<file path="src/common/bidir_fifo_pkg.sv">
// Shared constants, types and helper functions for the bidirectional queue and mailbox block.
// Assumes every consumer refers to items with the package scope and never imports it.
package bidir_fifo_pkg;

    localparam int DATA_WIDTH = 36;
    localparam int QUEUE_DEPTH = 64;
    localparam int PTR_WIDTH = 7;
    localparam int WORD_WIDTH = 18;
    localparam int BYTE_WIDTH = 9;
    localparam int LANE_COUNT = 4;

    // Almost-flag offsets for captured select codes 11, 10, 01 and 00.
    localparam logic [6:0] OFFSET_CODE_3 = 7'h10;
    localparam logic [6:0] OFFSET_CODE_2 = 7'h0C;
    localparam logic [6:0] OFFSET_CODE_1 = 7'h08;
    localparam logic [6:0] OFFSET_CODE_0 = 7'h04;
    localparam logic [1:0] OFFSET_CODE_RESET = 2'h0;

    typedef enum logic [1:0] {
        WIDTH_LONG = 2'b00,
        WIDTH_WORD = 2'b01,
        WIDTH_BYTE = 2'b10,
        WIDTH_MAIL = 2'b11
    } width_e;

    typedef enum logic [1:0] {
        SWAP_NONE = 2'b00,
        SWAP_BYTE = 2'b01,
        SWAP_WORD = 2'b10,
        SWAP_BYTE_WORD = 2'b11
    } swap_e;

    typedef struct packed {
        logic full;
        logic almost_full;
        logic empty;
        logic almost_empty;
    } queue_flags_s;

    // Reorders the four 9-bit lanes of a long word.
    function automatic logic [35:0] swap_lanes(input logic [35:0] w, input swap_e mode);
        logic [35:0] r;
        r = w;
        case (mode)
            SWAP_BYTE: r = {w[8:0], w[17:9], w[26:18], w[35:27]};
            SWAP_WORD: r = {w[17:0], w[35:18]};
            SWAP_BYTE_WORD: r = {w[26:18], w[35:27], w[8:0], w[17:9]};
            default: r = w;
        endcase
        return r;
    endfunction

    // Rewrites the top bit of each lane so that the lane has the selected parity.
    function automatic logic [35:0] fix_parity(input logic [35:0] w, input logic odd);
        logic [35:0] r;
        r = w;
        for (int i = 0; i < LANE_COUNT; i++)
        begin
            r[BYTE_WIDTH*i+8] = (^w[BYTE_WIDTH*i +: 8]) ^ odd;
        end
        return r;
    endfunction

    // One bit per lane, set where the lane fails the selected parity.
    function automatic logic [3:0] parity_fail(input logic [35:0] w, input logic odd);
        logic [3:0] r;
        r = 4'h0;
        for (int i = 0; i < LANE_COUNT; i++)
        begin
            r[i] = (^w[BYTE_WIDTH*i +: BYTE_WIDTH]) != odd;
        end
        return r;
    endfunction

endpackage

</file>
<file path="src/hw/bidir_clocked_fifo_mailbox.sv">
// Bidirectional queue pair with mailboxes, port B width matching, swapping and parity.
// Assumes both port clocks are ordinary inputs sampled by mclk at no more than half its rate.
`timescale 1ns/1ps
module bidir_clocked_fifo_mailbox (
    // System clock and reset.
    input wire logic mclk,
    input wire logic nrst,
    // Port A control.
    input wire logic port_a_clock,
    input wire logic port_a_chip_select,
    input wire logic port_a_master_gate,
    input wire logic a_direction,
    input wire logic port_a_mailbox_select,
    input wire logic a_parity_gen,
    // Port A data.
    input wire logic [35:0] a_data_in,
    output logic [35:0] a_data_out,
    output logic a_data_oe,
    // Port A status.
    output logic a_side_full_flag,
    output logic a_side_almost_full,
    output logic a_side_empty_flag,
    output logic a_side_almost_empty,
    output logic a_parity_error_n,
    // Port B control.
    input wire logic port_b_clock,
    input wire logic port_b_chip_select,
    input wire logic port_b_master_gate,
    input wire logic b_direction,
    input wire logic width_sel_0,
    input wire logic width_sel_1,
    input wire logic endian_lane_select,
    input wire logic swap_sel_0,
    input wire logic swap_sel_1,
    input wire logic b_parity_gen,
    // Port B data.
    input wire logic [35:0] b_data_in,
    output logic [35:0] b_data_out,
    output logic b_data_oe,
    // Port B status.
    output logic b_side_full_flag,
    output logic b_side_almost_full,
    output logic b_side_empty_flag,
    output logic b_side_almost_empty,
    output logic b_parity_error_n,
    // Shared configuration and mailbox flags.
    input wire logic offset_sel_0,
    input wire logic offset_sel_1,
    input wire logic parity_odd_sel,
    output logic mail_ab_flag,
    output logic mail_ba_flag
);

    logic a_clk_q;
    logic b_clk_q;
    logic [1:0] offset_code;
    logic offset_done;
    logic [35:0] mailbox_ab;
    logic [35:0] mailbox_ba;
    logic [35:0] a_out_q;
    logic [35:0] b_out_q;
    logic [35:0] b_hold;
    logic [35:0] b_asm;
    logic [1:0] b_idx;
    logic [35:0] head_ab;
    logic [35:0] head_ba;
    bidir_fifo_pkg::queue_flags_s flags_ab;
    bidir_fifo_pkg::queue_flags_s flags_ba;

    // Port clocks are sampled, so each rising edge becomes one mclk-wide tick.
    wire a_tick = port_a_clock & ~a_clk_q;
    wire b_tick = port_b_clock & ~b_clk_q;

    wire a_access = a_tick & ~port_a_chip_select & port_a_master_gate;
    wire a_wr = a_access & a_direction;
    wire a_rd = a_access & ~a_direction;
    wire a_mb_wr = a_wr & port_a_mailbox_select;
    wire a_mb_rd = a_rd & port_a_mailbox_select;
    wire a_q_wr = a_wr & ~port_a_mailbox_select;
    wire a_q_pop = a_rd & ~port_a_mailbox_select & flags_ba.empty;

    wire bidir_fifo_pkg::width_e b_width = bidir_fifo_pkg::width_e'({width_sel_1, width_sel_0});
    wire bidir_fifo_pkg::swap_e b_swap = bidir_fifo_pkg::swap_e'({swap_sel_1, swap_sel_0});
    wire b_mail = b_width == bidir_fifo_pkg::WIDTH_MAIL;
    wire b_access = b_tick & ~port_b_chip_select & port_b_master_gate;
    wire b_wr = b_access & b_direction;
    wire b_rd = b_access & ~b_direction;
    wire b_mb_wr = b_wr & b_mail;
    wire b_mb_rd = b_rd & b_mail;
    wire b_piece_wr = b_wr & ~b_mail & flags_ba.full;
    wire b_pop = b_rd & ~b_mail & (b_idx == 2'h0) & flags_ab.empty;
    wire b_piece_rd = b_rd & ~b_mail & ((b_idx != 2'h0) | flags_ab.empty);

    wire b_last = (b_width == bidir_fifo_pkg::WIDTH_LONG)
        | ((b_width == bidir_fifo_pkg::WIDTH_WORD) & (b_idx == 2'h1))
        | ((b_width == bidir_fifo_pkg::WIDTH_BYTE) & (b_idx == 2'h3));

    // Incoming piece from the selected lanes, assembled most significant piece first.
    wire [17:0] b_in_word = endian_lane_select ? b_data_in[17:0] : b_data_in[35:18];
    wire [8:0] b_in_byte = endian_lane_select ? b_data_in[8:0] : b_data_in[35:27];
    wire [35:0] b_next_asm = (b_width == bidir_fifo_pkg::WIDTH_WORD) ? {b_asm[17:0], b_in_word}
        : (b_width == bidir_fifo_pkg::WIDTH_BYTE) ? {b_asm[26:0], b_in_byte}
        : b_data_in;
    wire b_push = b_piece_wr & b_last;
    wire [35:0] b_push_data = bidir_fifo_pkg::swap_lanes(b_next_asm, b_swap);

    // Outgoing long word after swapping, and the piece to place on the lanes.
    wire [35:0] b_pop_word = bidir_fifo_pkg::swap_lanes(head_ab, b_swap);
    wire [35:0] b_src = b_pop ? b_pop_word : b_hold;
    wire [17:0] b_src_word = b_idx[0] ? b_src[17:0] : b_src[35:18];
    wire [8:0] b_src_byte = (b_idx == 2'h0) ? b_src[35:27] : (b_idx == 2'h1) ? b_src[26:18]
        : (b_idx == 2'h2) ? b_src[17:9] : b_src[8:0];
    wire [35:0] b_lanes_word = endian_lane_select ? {18'h0, b_src_word} : {b_src_word, 18'h0};
    wire [35:0] b_lanes_byte = endian_lane_select ? {27'h0, b_src_byte} : {b_src_byte, 27'h0};
    wire [35:0] b_place = (b_width == bidir_fifo_pkg::WIDTH_WORD) ? b_lanes_word
        : (b_width == bidir_fifo_pkg::WIDTH_BYTE) ? b_lanes_byte : b_src;

    // Lanes that carry valid data for checking on port B.
    wire [3:0] b_lane_mask = (b_width == bidir_fifo_pkg::WIDTH_WORD)
        ? (endian_lane_select ? 4'h3 : 4'hC)
        : (b_width == bidir_fifo_pkg::WIDTH_BYTE)
        ? (endian_lane_select ? 4'h1 : 4'h8) : 4'hF;
    wire [3:0] a_fail = bidir_fifo_pkg::parity_fail(a_data_in, parity_odd_sel);
    wire [3:0] b_fail = bidir_fifo_pkg::parity_fail(b_data_in, parity_odd_sel) & b_lane_mask;

    wire [6:0] offset = (offset_code == 2'h3) ? bidir_fifo_pkg::OFFSET_CODE_3
        : (offset_code == 2'h2) ? bidir_fifo_pkg::OFFSET_CODE_2
        : (offset_code == 2'h1) ? bidir_fifo_pkg::OFFSET_CODE_1
        : bidir_fifo_pkg::OFFSET_CODE_0;

    wire [35:0] a_raw = port_a_mailbox_select ? mailbox_ba : a_out_q;
    wire [35:0] b_raw = b_mail ? mailbox_ab : b_out_q;

    assign a_data_out = a_parity_gen ? bidir_fifo_pkg::fix_parity(a_raw, parity_odd_sel) : a_raw;
    assign b_data_out = b_parity_gen ? bidir_fifo_pkg::fix_parity(b_raw, parity_odd_sel) : b_raw;
    assign a_data_oe = ~port_a_chip_select & ~a_direction;
    assign b_data_oe = ~port_b_chip_select & ~b_direction;

    assign a_side_full_flag = flags_ab.full;
    assign a_side_almost_full = flags_ab.almost_full;
    assign a_side_empty_flag = flags_ba.empty;
    assign a_side_almost_empty = flags_ba.almost_empty;
    assign b_side_full_flag = flags_ba.full;
    assign b_side_almost_full = flags_ba.almost_full;
    assign b_side_empty_flag = flags_ab.empty;
    assign b_side_almost_empty = flags_ab.almost_empty;

    fifo_queue #(.DEPTH(bidir_fifo_pkg::QUEUE_DEPTH), .WIDTH(bidir_fifo_pkg::DATA_WIDTH),
        .PTR(bidir_fifo_pkg::PTR_WIDTH)) queue_ab (
        .mclk(mclk),
        .nrst(nrst),
        .wr_tick(a_tick),
        .wr_req(a_q_wr),
        .wr_data(a_data_in),
        .rd_tick(b_tick),
        .rd_req(b_pop),
        .head(head_ab),
        .offset(offset),
        .flags(flags_ab)
    );

    fifo_queue #(.DEPTH(bidir_fifo_pkg::QUEUE_DEPTH), .WIDTH(bidir_fifo_pkg::DATA_WIDTH),
        .PTR(bidir_fifo_pkg::PTR_WIDTH)) queue_ba (
        .mclk(mclk),
        .nrst(nrst),
        .wr_tick(b_tick),
        .wr_req(b_push),
        .wr_data(b_push_data),
        .rd_tick(a_tick),
        .rd_req(a_q_pop),
        .head(head_ba),
        .offset(offset),
        .flags(flags_ba)
    );

    // The strap is caught by the first clock after release, never by the reset itself.
    always_ff @(posedge mclk or negedge nrst)
    begin
        if (!nrst)
        begin
            offset_done <= 1'b0;
            offset_code <= bidir_fifo_pkg::OFFSET_CODE_RESET;
        end
        else if (!offset_done)
        begin
            offset_done <= 1'b1;
            offset_code <= {offset_sel_1, offset_sel_0};
        end
    end

    always_ff @(posedge mclk or negedge nrst)
    begin
        if (!nrst)
        begin
            a_clk_q <= 1'b0;
            b_clk_q <= 1'b0;
            mail_ab_flag <= 1'b1;
            mail_ba_flag <= 1'b1;
            a_parity_error_n <= 1'b1;
            b_parity_error_n <= 1'b1;
            b_idx <= 2'h0;
        end
        else
        begin
            a_clk_q <= port_a_clock;
            b_clk_q <= port_b_clock;
            // New mail wins over a read that lands in the same cycle.
            if (a_mb_wr)
                mail_ab_flag <= 1'b0;
            else if (b_mb_rd)
                mail_ab_flag <= 1'b1;
            if (b_mb_wr)
                mail_ba_flag <= 1'b0;
            else if (a_mb_rd)
                mail_ba_flag <= 1'b1;
            a_parity_error_n <= ~|a_fail;
            b_parity_error_n <= ~|b_fail;
            if (b_piece_wr | b_piece_rd)
                b_idx <= b_last ? 2'h0 : b_idx + 2'h1;
        end
    end

    // Mailboxes start cleared so that their idle checks never meet unknown contents.
    always_ff @(posedge mclk or negedge nrst)
    begin
        if (!nrst)
        begin
            mailbox_ab <= 36'h0;
            mailbox_ba <= 36'h0;
        end
        else
        begin
            if (a_mb_wr)
                mailbox_ab <= a_data_in;
            if (b_mb_wr)
                mailbox_ba <= b_data_in;
        end
    end

    // Other data holding registers carry no reset; their contents are undefined until written.
    always_ff @(posedge mclk)
    begin
        if (a_q_pop)
            a_out_q <= head_ba;
        if (b_piece_wr)
            b_asm <= b_next_asm;
        if (b_pop)
            b_hold <= b_pop_word;
        if (b_piece_rd)
            b_out_q <= b_place;
    end

    a_oe_port_a: assert property (@(posedge mclk) disable iff (!nrst) port_a_chip_select |-> !a_data_oe)
        else $error("port A drives while deselected");
    a_oe_port_b: assert property (@(posedge mclk) disable iff (!nrst) port_b_chip_select |-> !b_data_oe)
        else $error("port B drives while deselected");
    a_mail_ab_write: assert property (@(posedge mclk) disable iff (!nrst) a_mb_wr |=> !mail_ab_flag)
        else $error("A to B mail flag not low after write");
    a_mail_ab_read: assert property (@(posedge mclk) disable iff (!nrst)
        (b_mb_rd && !a_mb_wr) |=> mail_ab_flag)
        else $error("A to B mail flag not high after read");
    a_mail_ba_write: assert property (@(posedge mclk) disable iff (!nrst) b_mb_wr |=> !mail_ba_flag)
        else $error("B to A mail flag not low after write");
    a_port_a_idle: assert property (@(posedge mclk) disable iff (!nrst)
        (port_a_chip_select || !port_a_master_gate) |=> $stable(mailbox_ab) && !$fell(mail_ab_flag))
        else $error("port A acted while not enabled");
    a_port_b_idle: assert property (@(posedge mclk) disable iff (!nrst)
        (port_b_chip_select || !port_b_master_gate) |=> $stable(mailbox_ba) && !$fell(mail_ba_flag))
        else $error("port B acted while not enabled");
    a_offset_held: assert property (@(posedge mclk) disable iff (!nrst)
        offset_done |=> $stable(offset_code))
        else $error("offset select changed after capture");
    a_mailbox_a_out: assert property (@(posedge mclk) disable iff (!nrst)
        (port_a_mailbox_select && !a_parity_gen) |-> a_data_out == mailbox_ba)
        else $error("port A not showing mailbox");

endmodule

</file>
<file path="src/hw/fifo_queue.sv">
// One 64 by 36 queue with full, almost-full, empty and almost-empty flags.
// Assumes the writing and reading port edges arrive as one-cycle ticks in the mclk domain.
`timescale 1ns/1ps
module fifo_queue #(
    parameter int DEPTH = 64,
    parameter int WIDTH = 36,
    parameter int PTR = 7
) (
    // Clock and reset.
    input wire logic mclk,
    input wire logic nrst,
    // Writing side.
    input wire logic wr_tick,
    input wire logic wr_req,
    input wire logic [WIDTH-1:0] wr_data,
    // Reading side.
    input wire logic rd_tick,
    input wire logic rd_req,
    output logic [WIDTH-1:0] head,
    // Flags and offset.
    input wire logic [PTR-1:0] offset,
    output bidir_fifo_pkg::queue_flags_s flags
);

    localparam logic [PTR-1:0] FULL_COUNT = PTR'(DEPTH);

    logic [WIDTH-1:0] mem [DEPTH];
    logic [PTR-1:0] wptr;
    logic [PTR-1:0] rptr;
    logic full_s1;
    logic almost_full_s1;
    logic empty_s1;
    logic almost_empty_s1;

    wire do_wr = wr_tick & wr_req & flags.full;
    wire do_rd = rd_tick & rd_req & flags.empty;
    wire [PTR-1:0] count = wptr - rptr;
    wire [PTR-1:0] next_count = count + {{(PTR-1){1'b0}}, do_wr} - {{(PTR-1){1'b0}}, do_rd};
    wire not_full = next_count != FULL_COUNT;
    wire not_empty = next_count != {PTR{1'b0}};
    wire many_free = (FULL_COUNT - next_count) > offset;
    wire many_held = next_count > offset;
    wire fill_now = do_wr & ~not_full;
    wire drain_now = do_rd & ~not_empty;

    assign head = mem[rptr[PTR-2:0]];

    always_ff @(posedge mclk)
    begin
        if (do_wr)
        begin
            mem[wptr[PTR-2:0]] <= wr_data;
        end
    end

    always_ff @(posedge mclk or negedge nrst)
    begin
        if (!nrst)
        begin
            wptr <= {PTR{1'b0}};
            rptr <= {PTR{1'b0}};
        end
        else
        begin
            wptr <= wptr + {{(PTR-1){1'b0}}, do_wr};
            rptr <= rptr + {{(PTR-1){1'b0}}, do_rd};
        end
    end

    // A filling write or draining read drops its flag at once; the way back up takes two
    // edges of the port that owns the flag, so the flag never admits a bad access.
    always_ff @(posedge mclk or negedge nrst)
    begin
        if (!nrst)
        begin
            {full_s1, flags.full} <= 2'b00;
            {empty_s1, flags.empty} <= 2'b00;
            {almost_full_s1, flags.almost_full} <= 2'b11;
            {almost_empty_s1, flags.almost_empty} <= 2'b00;
        end
        else
        begin
            if (fill_now)
                {full_s1, flags.full} <= 2'b00;
            else if (wr_tick)
                {full_s1, flags.full} <= {not_full, full_s1};
            if (drain_now)
                {empty_s1, flags.empty} <= 2'b00;
            else if (rd_tick)
                {empty_s1, flags.empty} <= {not_empty, empty_s1};
            if (wr_tick)
                {almost_full_s1, flags.almost_full} <= {many_free, almost_full_s1};
            if (rd_tick)
                {almost_empty_s1, flags.almost_empty} <= {many_held, almost_empty_s1};
        end
    end

    a_count_in_range: assert property (@(posedge mclk) disable iff (!nrst) count <= FULL_COUNT)
        else $error("queue count exceeds depth");
    a_full_blocks_write: assert property (@(posedge mclk) disable iff (!nrst)
        (wr_tick && wr_req && !flags.full) |=> $stable(wptr))
        else $error("write pointer moved while full flag low");
    a_empty_rise_delay: assert property (@(posedge mclk) disable iff (!nrst)
        $rose(flags.empty) |-> $past(empty_s1) && $past(rd_tick))
        else $error("empty flag rose without passing the first stage");

endmodule

</file>
<file path="config.mk">
export PLATFORM = sky130hd
export DESIGN_NAME = bidir_clocked_fifo_mailbox
export DESIGN_NICKNAME = d
export VERILOG_FILES = /design/src/common/bidir_fifo_pkg.sv /design/src/hw/bidir_clocked_fifo_mailbox.sv /design/src/hw/fifo_queue.sv
export SDC_FILE = /design/constraint.sdc
export NUM_CORES = 2
export LEC_CHECK = 0
export BUFFER_PORTS_ARGS = -buffer_cell sky130_fd_sc_hd__buf_4
export CAP_MARGIN = 30
export CORE_ASPECT_RATIO = 1.5
export CORE_MARGIN = 2
export CORE_UTILIZATION = 65
export DETAILED_ROUTE_END_ITERATION = 10
export PLACE_DENSITY_LB_ADDON = 0.08
export SLEW_MARGIN = 10
export SYNTH_ARGS = -nofsm -noshare
export SYNTH_HDL_FRONTEND = slang
export SYNTH_MEMORY_MAX_BITS = 65536
export SYNTH_SLANG_ARGS = --single-unit
</file>
<file path="constraint.sdc">
create_clock -name mclk -period 10.7 [get_ports mclk]
set_input_delay 1.07 -clock mclk [delete_from_list [all_inputs] [get_ports mclk]]
set_output_delay 1.07 -clock mclk [all_outputs]
set_load 0.02 [all_outputs]
</file>
==> impl_metrics.yaml <==
timing:
  worst_slew_pin_slew_ns: 1.10
  setup_repair_after_global_routing_missed_its_margin: "no"
  hold_viol_final: 0
  fin_crit_sh_pct: 54.4
  finalSetupTns_ns: 0
  maxSlewViolCount: 0
  achievable-frequency_ghz: 0.172
  worst_clock_skew_ns: 0.0451
  slew_headroom_pct: 26.2
  fin_ws_ns: 4.88
  setup_viol: 0
  final_period_minus_worst_setup_slack_ns: 5.82
global_routing:
  first_global_vias: 98100
  overflow_left_after_global_routing: 0
  grt_first_pass_wirelength_um: 752000
  grt_start_max_net_pins: 145
  track_usage_pct: 36.4
  initial_antenna_violation_count: 27
setup_path:
  setup.worst_path.class: "register to register"
  worstPathBufferInverterCount: 2
  critical_path_required_ns: 11.48
  crit_end: "b_out_q[30]$_DFFE_PP_"
  reg2regPathDepth: 11
  worst-endpoint-arrival_ns: 6.59
  critical_path.startpoint: "queue_ab.rptr[1]$_DFF_PN0_"
  worst_path_max_delay_cell: "sky130_fd_sc_hd__a2111oi_0"
  cp_common_cell: "sky130_fd_sc_hd__a2111oi_0"
  worst-path-max-fanout: 120
  worst-path-stages: 11
  gate_family_responsible_for_the_most_delay_along_the_worst_path: "compound AO/OA/AOI/OAI gates"
  critPathMaxStageDelay_ns: 0.97
  endpoint_kind: "register"
  timing.rr.start: "queue_ab.rptr[1]$_DFF_PN0_"
  reg2reg_setup_slack_ns: 4.88
  setup.worst_path.start_class: "register"
  critical_path.cell_chain: "buf_12, buf_4, mux4_2, o221ai_1, a21oi_1, nand3_1, a2111oi_0, a2111oi_0, a211oi_2, a22oi_1, o211ai_1"
  critical_path.reg2reg.endpoint: "b_out_q[30]$_DFFE_PP_"
clock_network:
  clock_tree.root_cell: "sky130_fd_sc_hd__clkbuf_16"
  cts-root-to-sink-buffers: 4
  cts_setup_buffers: 0
  htreeDepth: 5
  cts.sink_count: 4870
  tritoncts.num_buffers: 428
  tritoncts_clock_tree: "done"
  clkTransAtPathRegs_ns: 0.07
  clock_insertion_delay_worst_skew_ns: 0.97
  hold_buffers: 0
  ctsResizeCount: 0
die:
  pin_count: 179
  rows: 244
  core-area_um2: 294000
  floorplan.die.width_um: 448
  die_h_um: 669
  design.die.area_um2: 300000
  initial_core_util_pct: 65.2
placed_design:
  place.detailed.instances: 12900
  detailed_placer_s_ending_hpwl_um: 322000
  io_buffer_count: 178
  place_congestion: 0.928
  dpl_worst_slack_ns: 4.41
  placed_area_um2: 200000
layout:
  growth_of_design_area_from_synthesis_to_finish_pct: 11.4
  num-fill-cells: 16900
  fin_area_um2: 214000
  seqCellArea_um2: 145000
  multi_input_comb_area_um2: 45300
  drive_gt1_share_pct: 28.2
  stdcell_count: 13700
  final_net_count: 9545
pwr:
  p_leak_nw: 69.1
  p_per_area_nw_per_um2: 204
  power_mw: 43.5
  worst_vdd_drop_v: 0.000174
logic_synthesis:
  ys_seq_elements: 4870
  synth_edf_count: 4707
  postSynthNetCount: 9122
  synthTopCellsByArea: "sky130_fd_sc_hd__edfxtp_1 74%, sky130_fd_sc_hd__mux4_2 14%, sky130_fd_sc_hd__mux2i_1 1.6%"
  number_of_instances_in_the_synthesized_netlist: 8969
  synth_top_cell_area_share_pct: 73.7
  synthesis.area_per_instance_um2: 21.4
  synth.cells.most_frequent: "4707 x sky130_fd_sc_hd__edfxtp_1, 1214 x sky130_fd_sc_hd__mux4_2, 309 x sky130_fd_sc_hd__mux2i_1"
  cell_type_contributing_the_most_total_cell_area_after_synthesis: "sky130_fd_sc_hd__edfxtp_1"
  synthDistinctLibCells: 83
  async_reset_ff_share_pct: 2.61
  postSynth.topFlopCell: "sky130_fd_sc_hd__edfxtp_1"
  synth.yosys.warnings: 0
  seq_area_frac_synth_pct: 75.7
  syn-cell-area_um2: 192000
  synthMostInstantiatedCell: "sky130_fd_sc_hd__edfxtp_1"
drt:
  avgViaCountPerCell: 7.11
  drt-pass1-iter-count: 6
  detailroute.via_count: 97400
  drt_wl_total_um: 540000
  detail_route_antenna_nets: 0
  drt_drc_violations_left: 0
  drt_iter0_markers: 13500
  drt-wirelength-per-cell_um: 39.4
job:
  max_cap_violations: 0
status:
  run_status: "finished clean"
hold_path:
  hold_path_class: "primary input to async pin"
## where the power goes
part	total, mW	internal (mW)	switching (mW)
logic	6.62	2.92	3.70
registers	21.4	21.2	0.155
clock network	15.5	8.71	6.82
total	43.5	32.9	10.7
## per-layer routing
layer / track usage, % / vias to the layer above / wire length [um]
met3: 6.40 / 1399 / 48200
met1: 45.4 / 51600 / 179000
met5: 0 / - / 46
met2: 60.6 / 5985 / 274000
met4: 21.3 / 8 / 39000
li1: - / 38300 / -
## state kept, by name (all words and copies together) (netlist names), 7 cells and up
name	cells
queue_ba.wptr	7
b_asm	27
mailbox_ab	36
b_out_q	36
b_hold	36
mailbox_ba	36
queue_ab.mem	2304
queue_ab.wptr	7
queue_ba.rptr	7
queue_ba.mem	2304
a_out_q	36
queue_ab.rptr	7
## area by class of cell
type	count	area share (%)
tap	3936	2.30
timing repair buffer	476	1.83
clock inverter	245	1.15
sequential	4870	68.0
multi-input combinational	3534	21.2
antenna	12	0.0141
clock buffer	538	5.38
inverter	82	0.149
## layout by cell type (no fill, tap or decap), types with 14 or more instances in the layout
cell and instances:
sky130_fd_sc_hd__a211oi_1 29, sky130_fd_sc_hd__a21oi_1 161, sky130_fd_sc_hd__a221oi_1 25, sky130_fd_sc_hd__a22oi_1 68
sky130_fd_sc_hd__a31oi_1 46, sky130_fd_sc_hd__buf_12 18, sky130_fd_sc_hd__buf_4 445, sky130_fd_sc_hd__bufinv_16 45
sky130_fd_sc_hd__clkbuf_1 84, sky130_fd_sc_hd__clkbuf_16 439, sky130_fd_sc_hd__clkbuf_8 16, sky130_fd_sc_hd__clkinv_1 74
sky130_fd_sc_hd__clkinv_2 89, sky130_fd_sc_hd__clkinvlp_4 15, sky130_fd_sc_hd__dfrtp_1 108, sky130_fd_sc_hd__dfxtp_1 36
sky130_fd_sc_hd__edfxtp_1 4707, sky130_fd_sc_hd__ha_1 54, sky130_fd_sc_hd__inv_1 77, sky130_fd_sc_hd__mux2_2 200
sky130_fd_sc_hd__mux2i_1 285, sky130_fd_sc_hd__mux2i_4 24, sky130_fd_sc_hd__mux4_2 1214, sky130_fd_sc_hd__nand2_1 298
sky130_fd_sc_hd__nand2b_1 18, sky130_fd_sc_hd__nand3_1 72, sky130_fd_sc_hd__nand3b_1 14, sky130_fd_sc_hd__nor2_1 163
sky130_fd_sc_hd__nor2_4 129, sky130_fd_sc_hd__nor2b_1 27, sky130_fd_sc_hd__nor3_1 44, sky130_fd_sc_hd__o211ai_1 17
sky130_fd_sc_hd__o21ai_0 99, sky130_fd_sc_hd__o221ai_1 57, sky130_fd_sc_hd__o22a_1 14, sky130_fd_sc_hd__o22ai_1 78
sky130_fd_sc_hd__o31ai_1 17, sky130_fd_sc_hd__xnor2_1 90, sky130_fd_sc_hd__xnor3_1 16, sky130_fd_sc_hd__xor2_1 42
## metrics by stage
step	hold WS [ns]	utilization (%)
after floorplan	0.442	-
after global placement	0.461	67.8
after detailed placement	0.468	67.9
after CTS	0.200	72.6
after global routing	0.230	72.7
final	0.230	72.7
## logic make-up (layout without fill, tap and decap cells)
family / Yosys count / count (layout) / share of synthesized area (%)
buf+inv: 565 / 1341 / 1.44
compound gates: 754 / 754 / 2.65
other cells: 1 / 13 / 0.00195
simple gates: 848 / 848 / 1.94
xor+xnor: 148 / 148 / 0.791
fa+ha+maj: 60 / 60 / 0.415
mux: 1723 / 1723 / 17.0
flops: 4870 / 4870 / 75.7
## worst min path at each step
stage | start | end | slack [ns] | cells past startpoint
6_report | nrst | queue_ab.rptr[1]$_DFF_PN0_ | 0.23 | 1
5_1_grt | port_a_clock | a_clk_q$_DFF_PN0_ | 0.23 | 1
4_1_cts | port_a_clock | a_clk_q$_DFF_PN0_ | 0.20 | 1
3_5_place_dp | b_hold[20]$_DFF_P_ | b_hold[20]$_DFF_P_ | 0.47 | 2
3_3_place_gp | b_hold[20]$_DFF_P_ | b_hold[20]$_DFF_P_ | 0.46 | 2
2_1_floorplan | b_hold[33]$_DFF_P_ | b_hold[33]$_DFF_P_ | 0.44 | 2
No activity file was read; power rests on OpenSTA's default activity.
